$ cat config.mk
export PLATFORM = sky130hd
export DESIGN_NAME = pea_tx_stimulus
export DESIGN_NICKNAME = d
export VERILOG_FILES = /design/src/logic/pea_pkg.sv /design/src/logic/pea_bit_clock.sv /design/src/logic/pea_tx_stimulus.sv
export SDC_FILE = /design/constraint.sdc
export NUM_CORES = 1
export LEC_CHECK = 0
export BUFFER_PORTS_ARGS = -buffer_cell sky130_fd_sc_hd__buf_2
export CAP_MARGIN = 20
export CELL_PAD_IN_SITES_DETAIL_PLACEMENT = 0
export CELL_PAD_IN_SITES_GLOBAL_PLACEMENT = 1
export CORE_MARGIN = 2
export CORE_UTILIZATION = 45
export CTS_BUF_LIST = sky130_fd_sc_hd__clkbuf_4 sky130_fd_sc_hd__clkbuf_8 sky130_fd_sc_hd__clkbuf_16
export CTS_CLUSTER_DIAMETER = 200
export DETAILED_ROUTE_END_ITERATION = 8
export MAX_ROUTING_LAYER = met4
export PLACE_DENSITY = 0.76
export SYNTH_ARGS = -nofsm -noshare
export SYNTH_HDL_FRONTEND = slang
export SYNTH_HIERARCHICAL = 1
export SYNTH_SLANG_ARGS = --single-unit
$ cat constraint.sdc
create_clock -name clk -period 6.57 [get_ports clk]
set_input_delay 0 -clock clk [delete_from_list [all_inputs] [get_ports clk]]
set_output_delay 0 -clock clk [all_outputs]
set_load 0.01 [all_outputs]
$ cat src/logic/pea_pkg.sv
// pea_pkg: shared constants, enumerations and helpers for the PDH stimulus
// assumes a 20 MHz system clock and a 1.544 Mbit/s framed line output
`default_nettype none

package pea_pkg;

	// ==================================================================
	// clocking and bit rate
	localparam longint CLK_HZ        = 20_000_000;
	localparam int     CLK_PERIOD_NS = 50;
	localparam longint NOM_BIT_HZ    = 1_544_000;
	localparam longint PPM_DIV       = 1_000_000;
	localparam int     PHASE_W       = 32;
	localparam logic signed [39:0] NCO_NOM_INC =
		40'(NOM_BIT_HZ * (64'd1 << PHASE_W) / CLK_HZ);
	localparam logic signed [39:0] NCO_PPM_STEP_Q8 =
		40'(NOM_BIT_HZ * (64'd1 << PHASE_W) * 256 / CLK_HZ / PPM_DIV);
	localparam int     NCO_FRAC_SHIFT = 8;
	localparam logic signed [15:0] PPM_LIMIT = 16'sh007D;
	localparam int     CLK_DET_NS    = 2000;
	localparam int     CLK_DET_CYC   = CLK_DET_NS / CLK_PERIOD_NS;

	// ==================================================================
	// frame layout
	localparam int         FRAME_BITS      = 193;
	localparam int         CHANNELS        = 24;
	localparam int         CH_BITS         = 8;
	localparam int         MF_FRAMES       = 12;
	localparam logic [11:0] FRAMING_PATTERN = 12'h8DC;
	localparam logic [3:0] MFA_MARK        = 4'h5;
	localparam logic [2:0] RAI_BIT_POS     = 3'h1;
	localparam logic [10:0] PRBS_SEED      = 11'h7FF;
	localparam int         BURST_LEN_W     = 16;

	// ==================================================================
	// error timing
	localparam int FRAMES_PER_SEC = 8000;
	localparam int SEVERE_PERCENT = 30;
	localparam int SEVERE_FRAMES  = FRAMES_PER_SEC * SEVERE_PERCENT / 100;

	// ==================================================================
	// modes
	typedef enum logic [2:0] {
		PEA_ERR_NONE,
		PEA_ERR_MANUAL,
		PEA_ERR_BURST,
		PEA_ERR_ERRORED_SECOND,
		PEA_ERR_SEVERELY_ERRORED_SECOND
	} pea_err_mode_e;

	typedef enum logic [2:0] {
		PEA_BURST_1E3, PEA_BURST_1E4, PEA_BURST_1E5,
		PEA_BURST_1E6, PEA_BURST_1E7
	} pea_burst_rate_e;

	typedef enum logic [1:0] {
		PEA_ALM_NONE, PEA_ALM_AIS, PEA_ALM_LOS, PEA_ALM_RAI
	} pea_alarm_e;

	typedef enum logic [1:0] {
		PEA_DEST_FRAMING, PEA_DEST_MFA, PEA_DEST_PATTERN
	} pea_dest_e;

	typedef enum logic [1:0] {
		PEA_CLK_INTERNAL, PEA_CLK_EXTERNAL, PEA_CLK_RECOVERED
	} pea_clk_src_e;

	// frames between burst starts
	function automatic logic [23:0] burst_period(pea_burst_rate_e r);
		case (r)
			PEA_BURST_1E3: burst_period = 24'h0003E8;
			PEA_BURST_1E4: burst_period = 24'h002710;
			PEA_BURST_1E5: burst_period = 24'h0186A0;
			PEA_BURST_1E6: burst_period = 24'h0F4240;
			default:       burst_period = 24'h989680;
		endcase
	endfunction

	// first bit index of a payload channel
	function automatic logic [7:0] slot_first_bit(logic [4:0] slot);
		slot_first_bit = 8'(1 + slot * CH_BITS);
	endfunction

endpackage : pea_pkg

`default_nettype wire

$ cat src/logic/pea_bit_clock.sv
// pea_bit_clock: transmit bit tick from internal nco, external or recovered
// assumes external and recovered clocks are slow pins sampled by clk
`timescale 1ns/1ps
`default_nettype none

module pea_bit_clock
	import pea_pkg::*;
(
	input  wire  logic               clk,
	input  wire  logic               arst_n,
	input  wire  pea_clk_src_e       clk_src,
	input  wire  logic signed [15:0] ppm_offset,
	input  wire  logic               direct_pdh,
	input  wire  logic               ext_clk_pin,
	input  wire  logic               rec_clk_pin,
	output logic                     bit_tick,
	output logic                     clk_detected
);

	localparam int IDLE_W = $clog2(CLK_DET_CYC + 1);

	// ==================================================================
	// pin synchronisers, index 0 external, 1 recovered
	logic [1:0]        pin_s1;
	logic [1:0]        pin_s2;
	logic [1:0]        pin_s3;
	logic [IDLE_W-1:0] idle [2];
	wire  logic [1:0]  pin_edge = pin_s2 & ~pin_s3;

	always_ff @(posedge clk or negedge arst_n) begin
		if (!arst_n) begin
			pin_s1 <= 2'h0;
			pin_s2 <= 2'h0;
			pin_s3 <= 2'h0;
		end else begin
			pin_s1 <= {rec_clk_pin, ext_clk_pin};
			pin_s2 <= pin_s1;
			pin_s3 <= pin_s2;
		end
	end

	// idle time since last edge of each source
	always_ff @(posedge clk or negedge arst_n) begin
		if (!arst_n) begin
			idle[0] <= IDLE_W'(CLK_DET_CYC);
			idle[1] <= IDLE_W'(CLK_DET_CYC);
		end else begin
			for (int i = 0; i < 2; i++) begin
				if (pin_edge[i])
					idle[i] <= '0;
				else if (idle[i] != IDLE_W'(CLK_DET_CYC))
					idle[i] <= idle[i] + 1'b1;
			end
		end
	end

	// ==================================================================
	// nco with ppm offset, saturated to the tolerated range
	logic [PHASE_W-1:0] phase;
	wire  logic signed [15:0] ppm_sat =
		(ppm_offset > PPM_LIMIT)  ? PPM_LIMIT :
		(ppm_offset < -PPM_LIMIT) ? -PPM_LIMIT : ppm_offset;
	wire  logic signed [15:0] ppm_eff = direct_pdh ? ppm_sat : 16'sh0000;
	wire  logic signed [39:0] ppm_prod = 40'(ppm_eff) * NCO_PPM_STEP_Q8;
	wire  logic [PHASE_W-1:0] nco_inc =
		PHASE_W'(NCO_NOM_INC + (ppm_prod >>> NCO_FRAC_SHIFT));
	wire  logic [PHASE_W:0]   phase_sum = {1'b0, phase} + {1'b0, nco_inc};

	always_ff @(posedge clk or negedge arst_n) begin
		if (!arst_n)
			phase <= '0;
		else
			phase <= phase_sum[PHASE_W-1:0];
	end

	// ==================================================================
	// source select
	wire logic next_tick =
		(clk_src == PEA_CLK_EXTERNAL)  ? pin_edge[0] :
		(clk_src == PEA_CLK_RECOVERED) ? pin_edge[1] :
		phase_sum[PHASE_W];
	wire logic next_det =
		(clk_src == PEA_CLK_EXTERNAL)  ? idle[0] != IDLE_W'(CLK_DET_CYC) :
		(clk_src == PEA_CLK_RECOVERED) ? idle[1] != IDLE_W'(CLK_DET_CYC) :
		1'b1;

	always_ff @(posedge clk or negedge arst_n) begin
		if (!arst_n) begin
			bit_tick     <= 1'b0;
			clk_detected <= 1'b0;
		end else begin
			bit_tick     <= next_tick;
			clk_detected <= next_det;
		end
	end

endmodule // pea_bit_clock

`default_nettype wire

$ cat src/logic/pea_tx_stimulus.sv
// pea_tx_stimulus: 1.544 Mbit/s frame builder with alarm and error insertion
// assumes control ports are steady on clk; line pins are asynchronous
//
// Summary of operation
// - insertion mode none stops both alarms and errors
// - manual trigger injects exactly burst length errors, nothing in between
// - burst mode repeats error bursts once per 1E3 to 1E7 frames
// - errored second mode injects at least one error every second
// - severely errored second mode errors at most thirty percent of frames
// - trigger ignored outside manual mode; only shows insertion status
// - selected alarm is sent continuously outside insertion mode none, until set back to none
// - errors land only in the selected destination field
// - burst length sets errors or errored frames per insertion event
// - bit rate is nominal times one plus ppm offset
// - ppm offset applies only when sent directly without carrier layer
// - transmitter works within plus or minus 125 ppm
// - frame is one framing bit plus 24 eight bit channels
// - channel zero carries multiframe alignment, not payload
// - interface off disables transmitter output entirely
// - drop and insert resends received data with local content added
// - transmit clock is internal, external or recovered
`timescale 1ns/1ps
`default_nettype none

module pea_tx_stimulus
	import pea_pkg::*;
(
	input  wire  logic                   clk,
	input  wire  logic                   arst_n,
	input  wire  logic                   tx_on,
	input  wire  logic                   direct_pdh,
	input  wire  pea_clk_src_e           clk_src,
	input  wire  logic signed [15:0]     ppm_offset,
	input  wire  logic                   ext_clk_pin,
	input  wire  logic                   rec_clk_pin,
	input  wire  logic                   rx_data_pin,
	input  wire  logic                   drop_insert,
	input  wire  logic [4:0]             insert_slot,
	input  wire  pea_err_mode_e          err_mode,
	input  wire  pea_burst_rate_e        burst_rate,
	input  wire  pea_dest_e              err_dest,
	input  wire  logic [BURST_LEN_W-1:0] burst_len,
	input  wire  logic                   insert_trig,
	input  wire  pea_alarm_e             alarm_sel,
	output logic                         tx_data,
	output logic                         tx_bit_strobe,
	output logic                         tx_frame_start,
	output logic                         tx_enable,
	output logic                         insert_status,
	output logic                         clk_detected
);

	// ==================================================================
	// bit clock
	logic bit_tick;

	pea_bit_clock u_bit_clock (
		.clk          (clk),
		.arst_n       (arst_n),
		.clk_src      (clk_src),
		.ppm_offset   (ppm_offset),
		.direct_pdh   (direct_pdh),
		.ext_clk_pin  (ext_clk_pin),
		.rec_clk_pin  (rec_clk_pin),
		.bit_tick     (bit_tick),
		.clk_detected (clk_detected)
	);

	// ==================================================================
	// state
	logic [7:0]             bit_idx;
	logic [3:0]             mf_idx;
	logic [12:0]            sec_frame;
	logic [23:0]            burst_cnt;
	logic [BURST_LEN_W-1:0] burst_left;
	logic [BURST_LEN_W-1:0] man_left;
	logic                   err_frame;
	logic                   trig_q;
	logic                   rx_s1;
	logic                   rx_s2;
	logic [10:0]            prbs;

	// ==================================================================
	// frame position decode
	wire logic       tick      = bit_tick & tx_on;
	wire logic       frame_end = tick && bit_idx == 8'(FRAME_BITS - 1);
	wire logic [7:0] pay_idx   = bit_idx - 8'h01;
	wire logic [4:0] ch        = 5'(pay_idx >> 3);
	wire logic [2:0] ch_pos    = pay_idx[2:0];
	wire logic [4:0] eff_slot  =
		(insert_slot == 5'h00 || insert_slot >= 5'(CHANNELS)) ? 5'h01 :
		insert_slot;
	wire logic       is_fbit   = bit_idx == 8'h00;
	wire logic       is_ch0    = !is_fbit && ch == 5'h00;
	wire logic       is_local  = !is_fbit && !is_ch0 &&
		(!drop_insert || ch == eff_slot);

	// ==================================================================
	// alarm and error selection
	wire pea_alarm_e alarm_act =
		(err_mode == PEA_ERR_NONE) ? PEA_ALM_NONE : alarm_sel;
	wire logic [7:0] err_pos =
		(err_dest == PEA_DEST_FRAMING) ? 8'h00 :
		(err_dest == PEA_DEST_MFA)     ? 8'h01 :
		drop_insert ? slot_first_bit(eff_slot) : 8'h09;
	wire logic       err_hit = err_frame && bit_idx == err_pos;

	// ==================================================================
	// bit content
	wire logic [7:0] mfa_byte = {MFA_MARK, mf_idx};
	wire logic       fbit     = FRAMING_PATTERN[4'(MF_FRAMES - 1) - mf_idx];
	wire logic       raw_bit  =
		is_fbit  ? fbit :
		is_ch0   ? mfa_byte[3'h7 - ch_pos] :
		is_local ? prbs[10] : rx_s2;
	wire logic       line_bit =
		(alarm_act == PEA_ALM_AIS) ? 1'b1 :
		(alarm_act == PEA_ALM_LOS) ? 1'b0 :
		(alarm_act == PEA_ALM_RAI && !is_fbit && ch_pos == RAI_BIT_POS) ?
		1'b0 : raw_bit ^ err_hit;

	// ==================================================================
	// error scheduling, decided at each frame end for the next frame
	wire logic trig_rise  = insert_trig && !trig_q;
	wire logic man_load   = trig_rise && err_mode == PEA_ERR_MANUAL &&
		man_left == '0;
	wire logic [23:0] period = burst_period(burst_rate);
	wire logic [BURST_LEN_W-1:0] burst_avail =
		(burst_cnt == 24'h000000) ? burst_len : burst_left;
	logic next_err;

	always_comb begin
		case (err_mode)
			PEA_ERR_MANUAL: next_err = man_left != '0;
			PEA_ERR_BURST:  next_err = burst_avail != '0;
			PEA_ERR_ERRORED_SECOND:
				next_err = sec_frame == 13'h0000;
			PEA_ERR_SEVERELY_ERRORED_SECOND:
				next_err = sec_frame < 13'(SEVERE_FRAMES);
			default:        next_err = 1'b0;
		endcase
	end

	always_ff @(posedge clk or negedge arst_n) begin
		if (!arst_n) begin
			err_frame <= 1'b0;
			sec_frame <= '0;
		end else if (!tx_on) begin
			err_frame <= 1'b0;
			sec_frame <= '0;
		end else if (frame_end) begin
			err_frame <= next_err;
			sec_frame <= (sec_frame == 13'(FRAMES_PER_SEC - 1)) ? '0 :
				sec_frame + 13'h0001;
		end
	end

	always_ff @(posedge clk or negedge arst_n) begin
		if (!arst_n) begin
			man_left <= '0;
			trig_q   <= 1'b0;
		end else begin
			trig_q <= insert_trig;
			if (err_mode != PEA_ERR_MANUAL)
				man_left <= '0;
			else if (man_load)
				man_left <= burst_len;
			else if (frame_end && man_left != '0)
				man_left <= man_left - 1'b1;
		end
	end

	always_ff @(posedge clk or negedge arst_n) begin
		if (!arst_n) begin
			burst_cnt  <= '0;
			burst_left <= '0;
		end else if (err_mode != PEA_ERR_BURST) begin
			burst_cnt  <= '0;
			burst_left <= '0;
		end else if (frame_end) begin
			burst_cnt  <= (burst_cnt >= period - 24'h000001) ? '0 :
				burst_cnt + 24'h000001;
			burst_left <= (burst_avail != '0) ? burst_avail - 1'b1 : '0;
		end
	end

	// ==================================================================
	// frame counters, pattern and receive path
	always_ff @(posedge clk or negedge arst_n) begin
		if (!arst_n) begin
			bit_idx <= '0;
			mf_idx  <= '0;
		end else if (!tx_on) begin
			bit_idx <= '0;
			mf_idx  <= '0;
		end else if (frame_end) begin
			bit_idx <= '0;
			mf_idx  <= (mf_idx == 4'(MF_FRAMES - 1)) ? '0 : mf_idx + 4'h1;
		end else if (tick) begin
			bit_idx <= bit_idx + 8'h01;
		end
	end

	always_ff @(posedge clk or negedge arst_n) begin
		if (!arst_n) begin
			prbs  <= PRBS_SEED;
			rx_s1 <= 1'b0;
			rx_s2 <= 1'b0;
		end else begin
			rx_s1 <= rx_data_pin;
			rx_s2 <= rx_s1;
			if (tick && is_local)
				prbs <= {prbs[9:0], prbs[10] ^ prbs[8]};
		end
	end

	// ==================================================================
	// line outputs
	always_ff @(posedge clk or negedge arst_n) begin
		if (!arst_n) begin
			tx_data        <= 1'b0;
			tx_bit_strobe  <= 1'b0;
			tx_frame_start <= 1'b0;
			tx_enable      <= 1'b0;
			insert_status  <= 1'b0;
		end else begin
			tx_bit_strobe  <= tick;
			tx_frame_start <= tick && is_fbit;
			tx_enable      <= tx_on && alarm_act != PEA_ALM_LOS;
			insert_status  <= err_frame;
			if (!tx_on)
				tx_data <= 1'b0;
			else if (tick)
				tx_data <= line_bit;
		end
	end

	// ==================================================================
	// checks
	AST_NONE_QUIET: assert property (@(posedge clk) disable iff (!arst_n)
		frame_end && err_mode == PEA_ERR_NONE |=> !err_frame)
		else $error("error frame scheduled in mode none");

	AST_MANUAL_LOAD: assert property (@(posedge clk) disable iff (!arst_n)
		man_load |=> man_left == $past(burst_len))
		else $error("manual trigger did not load burst length");

	AST_TRIG_IGNORED: assert property (@(posedge clk) disable iff (!arst_n)
		err_mode != PEA_ERR_MANUAL |=> man_left == '0)
		else $error("trigger acted outside manual mode");

	AST_FRAME_LEN: assert property (@(posedge clk) disable iff (!arst_n)
		tick && bit_idx == 8'(FRAME_BITS - 1) |=> bit_idx == 8'h00)
		else $error("frame not 193 bits");

	AST_AIS_ONES: assert property (@(posedge clk) disable iff (!arst_n)
		tick && alarm_act == PEA_ALM_AIS |=> tx_bit_strobe && tx_data)
		else $error("ais bit not one");

	AST_OFF_SILENT: assert property (@(posedge clk) disable iff (!arst_n)
		!tx_on |=> !tx_enable && !tx_bit_strobe && !tx_data)
		else $error("transmitter active while off");

	AST_SECOND_ERR: assert property (@(posedge clk) disable iff (!arst_n)
		frame_end && err_mode == PEA_ERR_ERRORED_SECOND &&
		sec_frame == 13'h0000 |=> err_frame ##1 insert_status)
		else $error("no error at start of second");

	AST_SEVERE_CAP: assert property (@(posedge clk) disable iff (!arst_n)
		frame_end && err_mode == PEA_ERR_SEVERELY_ERRORED_SECOND &&
		sec_frame >= 13'(SEVERE_FRAMES) |=> !err_frame)
		else $error("severe density above limit");

	AST_MFA_BITS: assert property (@(posedge clk) disable iff (!arst_n)
		tick && is_ch0 && !err_hit && alarm_act == PEA_ALM_NONE |=>
		tx_data == $past(mfa_byte[3'h7 - ch_pos]))
		else $error("channel zero not carrying multiframe alignment");

endmodule // pea_tx_stimulus

`default_nettype wire

**Yosys cells after proc, flatten, opt, wreduce, memory -nomap -nowiden**

Memory sizes are Yosys's and may differ from the RTL's.
Cells that the tools add are included.

- $add $sub $neg: 15
- Multipliers: 1
- Order comparisons: 7
- Equality and inequality tests: 27
- Muxes and demuxes: 50
- Bitwise operators: 5
- Reduce and logical (&&, ||, !) cells: 35

Operators with widths:

| operator | number |
|---|---|
| $mux W16 | 10 |
| $pmux W24 S4 | 1 |
| $mux W24 | 3 |
| $mux W8 | 6 |
| $mux W13 | 3 |
| $add A32 B32 Y33 | 1 |
| $mul A16 B17 Y33 const B | 1 |
| $reduce_bool A16 Y1 | 2 |
| $sub A16 B1 Y16 const B | 2 |
| $add A30 B26 Y31 const A | 1 |
| $add A24 B1 Y24 const B | 1 |
| $ge A24 B24 Y1 | 1 |
| $logic_not A24 Y1 | 1 |
| $mux W6 | 4 |
| $sub A24 B1 Y24 const B | 1 |
| $gt A16 B8 Y1 const B | 1 |
| $logic_not A16 Y1 | 1 |
| $lt A16 B8 Y1 const B | 1 |
| $mux W1 | 16 |
| $logic_and A1 B1 Y1 | 14 |
| $add A13 B1 Y13 const B | 1 |
| $eq A13 B13 Y1 const B | 1 |
| $logic_not A13 Y1 | 1 |
| $lt A13 B12 Y1 const B | 1 |
| 41 further kinds | 65 |

- Bits in registers: 153
- Memory bits (read-only): 16
- Bits of input ports: 58
- Output and inout port bits: 6
- Memories kept: 1

Memory list:

| name | words | bits a word | rd ports | clocked after Yosys merged registers in | write ports | line | RTL |
|---|---|---|---|---|---|---|---|
| (name not given) | 16 | 1 | 1 | 0 | 0 | pea_tx_stimulus.sv:111 | `wire logic fbit = FRAMING_PATTERN[4'(MF_FRAMES - 1) - mf_idx];` |

**Longest topological paths before layout**

- Depth in word-level cells: 15
- Gate-level depth with buffers: 42

**Hierarchy**

The synthesis kept the hierarchy.

By module, submodules not included:

| module | times used | cells an instance | area each (um^2) | seq. area each (um^2) |
|---|---|---|---|---|
| pea_bit_clock | 1 | 990 | 8974.9 | 1306.3 |
| pea_tx_stimulus | 1 | 869 | 7252.0 | 2541.2 |

**Least setup slack after synthesis**

No wires, ideal clock.

- Kind: input to register
- Start: input port ppm_offset[0]
- End: register u_bit_clock.phase[28]
- Setup time: 0.080 ns
- Data arrival time: 8.792 ns
- Data required time: 6.490 ns
- Setup slack: -2.302 ns
- Cell stages on the path: 38
- Cells stage by stage: nand2_1 -> nand3_1 -> o41ai_1 -> ha_1 -> nand2b_1 -> a21boi_0 -> fa_1 -> inv_1 -> fa_1 -> inv_1 -> ha_1 -> fa_1 -> inv_1 -> fa_1 -> fa_1 -> inv_1 -> ha_1 -> a21o_1 -> (+2 left out) -> a2bb2oi_2 -> a21oi_1 -> xnor2_1 -> o2111ai_2 -> a21oi_1 -> nor2_1 -> ha_1 -> a21o_1 -> a21o_1 -> a221oi_1 -> nand3b_1 -> nand2_1 -> a41oi_1 -> a311oi_1 -> o211ai_1 -> inv_1 -> o21ai_0 -> xnor2_1

- Word-level cells in the longest chain between the ends: 7
- Elaborated cells between the ends (all ways): 8

Ends and longest elaborated chain:

| element | line | RTL |
|---|---|---|
| start, declared | pea_tx_stimulus.sv:33 | `input wire logic signed [15:0] ppm_offset,` |
| $lt A16 B8 Y1 | pea_bit_clock.sv:62 | `(ppm_offset < -PPM_LIMIT) ? -PPM_LIMIT : ppm_offset;` |
| $mux W16 | pea_bit_clock.sv:62 |  |
| $mux W16 (*) | pea_bit_clock.sv:61 | `(ppm_offset > PPM_LIMIT) ? PPM_LIMIT :` |
| $mux W16 (*) | pea_bit_clock.sv:63 | `wire logic signed [15:0] ppm_eff = direct_pdh ? ppm_sat : 16'sh0000;` |
| $mul A16 B17 Y33 (*) | pea_bit_clock.sv:64 | `wire logic signed [39:0] ppm_prod = 40'(ppm_eff) * NCO_PPM_STEP_Q8;` |
| $add A30 B26 Y31 (*) | pea_bit_clock.sv:66 | `PHASE_W'(NCO_NOM_INC + (ppm_prod >>> NCO_FRAC_SHIFT));` |
| $add A32 B32 Y33 (*) | pea_bit_clock.sv:67 | `wire logic [PHASE_W:0] phase_sum = {1'b0, phase} + {1'b0, nco_inc};` |
| via u_bit_clock.phase_sum[28] | pea_bit_clock.sv:67 |  |
| end signal, assigned | pea_bit_clock.sv:73 | `phase <= phase_sum[PHASE_W-1:0];` |
| end, declared | pea_bit_clock.sv:59 | `logic [PHASE_W-1:0] phase;` |

The timed path passes the listed nets; every way through them passes the cells marked *.
A chain may end at the register's enable or synchronous reset.

**Worst setup path after layout**

- Start: input port ppm_offset[14]
- End: register u_bit_clock.phase[29]

Same word-level chain as after synthesis.

==> flow_metrics.env <==
export IMPL_portBuffers=63
export IMPL_fillCellCount=3116
export IMPL_clock_skew_ps=14.9
export IMPL_min_path_type="in2reg"
export IMPL_final_common_cell="buf_4"
export IMPL_ant_nets=0
export IMPL_async_flop_share_pct=100
export IMPL_dp_cells=2614
export IMPL_placed_area_mm2=0.0196
export IMPL_whs_ps=22.7
export IMPL_vias=14700
export IMPL_fmax_ghz=0.129
export IMPL_drt_pass1_iter_count=5
export IMPL_cts_htree_levels=4
export IMPL_grt_max_degree=90
export IMPL_synth_edf_count=0
export IMPL_die_x_um=194
export IMPL_final_layout_size_suffix_gt1_share_pct=30.9
export IMPL_diodes=0
export IMPL_syn_area_mm2=0.0162
export IMPL_cts_buffers=17
export IMPL_cap_violations=0
export IMPL_detailed_place_hpwl_um=31400
export IMPL_cp_max_fo=8
export IMPL_setup_violations=22
export IMPL_arrival_ps=8150
export IMPL_ioPinCount=64
export IMPL_ys_seq_area_share_pct=23.7
export IMPL_synth_distinct_cells=102
export IMPL_start_util_pct=45.6
export IMPL_required_ps=6950
export IMPL_route_detailed_drc=0
export IMPL_fin_nets=2580
export IMPL_drv_slew=0
export IMPL_synth_main_ff_cell="dfrtp_1"
export IMPL_cts_buffer_depth=2
export IMPL_min_period_over_period_pct=118
export IMPL_core_mm2=0.0356
export IMPL_slew_headroom_pct=28.3
export IMPL_start_kind="input port"
export IMPL_final_cell_count_no_fill=2720
export IMPL_cp_common_cell="fa_1"
export IMPL_worst_pin_slew_ps=1080
export IMPL_antenna_found_initial=0
export IMPL_violations="setup timing"
export IMPL_grt_usage_pct=23.1
export IMPL_layout_common_cells="buf_4 (298), inv_1 (176), ha_1 (176)"
export IMPL_grt_pass1_vias=15000
export IMPL_end_kind="flop"
export IMPL_rsz0062_at_grt="true"
export IMPL_drtIter0Drc=643
export IMPL_max_stage_delay_ps=520
export IMPL_final_hold_violation_count=0
export IMPL_outcome="finished with violations"
export IMPL_cts_sink_count=153
export IMPL_insertion_delay_ps=440
export IMPL_cpMaxStageDelayCell="fa_1"
export IMPL_postLayoutCellArea_mm2=0.0218
export IMPL_grt_ovfl_total=0
export IMPL_cts_root_buf="clkbuf_16"
export IMPL_yosys_warnings=6
export IMPL_wl_per_cell_um=15.3
export IMPL_synthCells=1859
export IMPL_cts_tree="yes"
export IMPL_place_gp_congestion=0.867
export IMPL_die_area_mm2=0.0376
export IMPL_synth_fp_nets=2193
export IMPL_ys_ff_latch=153
export IMPL_fin_crit_ps=7770
export IMPL_num_rows=69
export IMPL_viasPerCell=5.42
export IMPL_grt_pass1_wl_um=71300
export IMPL_die_height_um=194
export IMPL_syn_avg_cell_area_um2=8.73
export IMPL_clk_pin_slew_worst_paths_ps=70
export IMPL_syn_to_final_growth_pct=34.3
export IMPL_crit_type="in2reg"
export IMPL_wl_um=41600
export IMPL_finalWorstSetupSlack_ps=-1200
==> cells by family (layout without fill, tap and decap cells) <==
| kind of cell | Yosys count | count (layout) | share of synthesized area, % |
|---|---|---|---|
| AND/OR/NAND/NOR | 636 | 636 | 20.3 |
| flip-flops | 153 | 153 | 23.7 |
| XOR/XNOR | 114 | 114 | 6.33 |
| buffers and inverters | 242 | 642 | 5.74 |
| other | 2 | 2 | 0.0463 |
| multiplexers | 22 | 22 | 1.55 |
| AO/OA/AOI/OAI | 414 | 414 | 17.7 |
| adder cells (fa/ha/maj) | 276 | 276 | 24.7 |
==> worst max-delay path, delay by kind of cell <==
family,cells,cell delay (ps)
compound gates,12,2460
xor+xnor,1,150
fa+ha+maj,9,3770
buf+inv,8,740
simple gates,8,1030
==> layout make-up <==
cell class | instances | area (um^2) | area share, %
inverter | 193 | 724 | 3.32
tap | 461 | 577 | 2.65
clock inverter | 15 | 178 | 0.815
sequential | 153 | 3850 | 17.7
clock buffer | 17 | 425 | 1.95
multi-input combinational | 1464 | 12800 | 58.7
timing repair buffer | 417 | 3250 | 14.9
==> cell usage after synthesis (all sizes together) (13+ instances only) <==
library cell | n | share of area, %
or3 | 14 | 0.54
nand4 | 27 | 1.1
dfstp | 15 | 2.4
o21ai | 94 | 3.0
or2 | 15 | 0.58
nand3 | 59 | 1.8
fa | 73 | 9.0
nor2b | 34 | 1.3
clkbuf | 37 | 0.86
o31ai | 13 | 0.69
o211ai | 16 | 0.74
a21oi | 95 | 3.0
dfrtp | 138 | 21
mux2 | 15 | 1.0
xor2 | 47 | 2.6
nor2 | 146 | 3.4
and3 | 13 | 0.50
and2 | 23 | 0.89
a211oi | 17 | 0.82
nand2b | 20 | 0.77
a21o | 30 | 1.4
nor4 | 25 | 1.6
ha | 203 | 16
nor3 | 46 | 1.4
o221ai | 18 | 0.97
nand2 | 162 | 3.8
xnor2 | 66 | 3.6
or4 | 13 | 0.62
inv | 193 | 4.5
==> what timing repair did <==
action / 4_1_cts / 5_1_grt
pin swaps: 80 / 81
hold buffers: 25 / 0
endpoints found under the hold margin: 114 / 0
endpoints found under the setup margin: 23 / 26
gates resized for setup: 89 / 88
buffers inserted: 28 / 23
==> stage by stage <==
step	util [%]	setup TNS, ps	setup slack (ps)
6_report	61.3	-17690	-1200
4_1_cts	59.4	-17050	-1120
3_3_place_gp	55.2	-29550	-1660
3_5_place_dp	55.2	-33520	-1900
2_1_floorplan	-	-15860	-1190
5_1_grt	61.3	-25350	-1590
==> registers in the layout, indices dropped and copies added (netlist names) <==
name,count
bit_idx,8
burst_cnt,24
burst_left,16
err_frame,1
insert_status,1
man_left,16
mf_idx,4
prbs,11
rx_s1,1
rx_s2,1
sec_frame,13
trig_q,1
tx_bit_strobe,1
tx_data,1
tx_enable,1
tx_frame_start,1
u_bit_clock/bit_tick,1
u_bit_clock/clk_detected,1
u_bit_clock/idle,12
u_bit_clock/phase,32
u_bit_clock/pin_s1,2
u_bit_clock/pin_s2,2
u_bit_clock/pin_s3,2
==> metal layers <==
metal | wire, um | global-route usage (%)
met3 | 1120 | 2.66
met5 | 0 | -
met1 | 19200 | 29.0
met2 | 20600 | 40.0
met4 | 681 | 5.50
==> worst paths after layout <==
path | cells after the start | slack (ps) | endpoint | start
max | 38 | -1200 | u_bit_clock/phase[29] | ppm_offset[14]
min | 3 | 20 | man_left[8] | burst_len[8]
max reg2reg | 9 | 2830 | burst_cnt[2] | bit_idx[0]
min reg2reg | 0 | 350 | rx_s2 | rx_s1
max in group asynchronous | 3 | 4950 | mf_idx[1] | arst_n
min in group asynchronous | 2 | 190 | burst_cnt[4] | arst_n
Power is not shown: default switching activity piles up to over one toggle a cycle in this logic, so the estimate is an artifact.
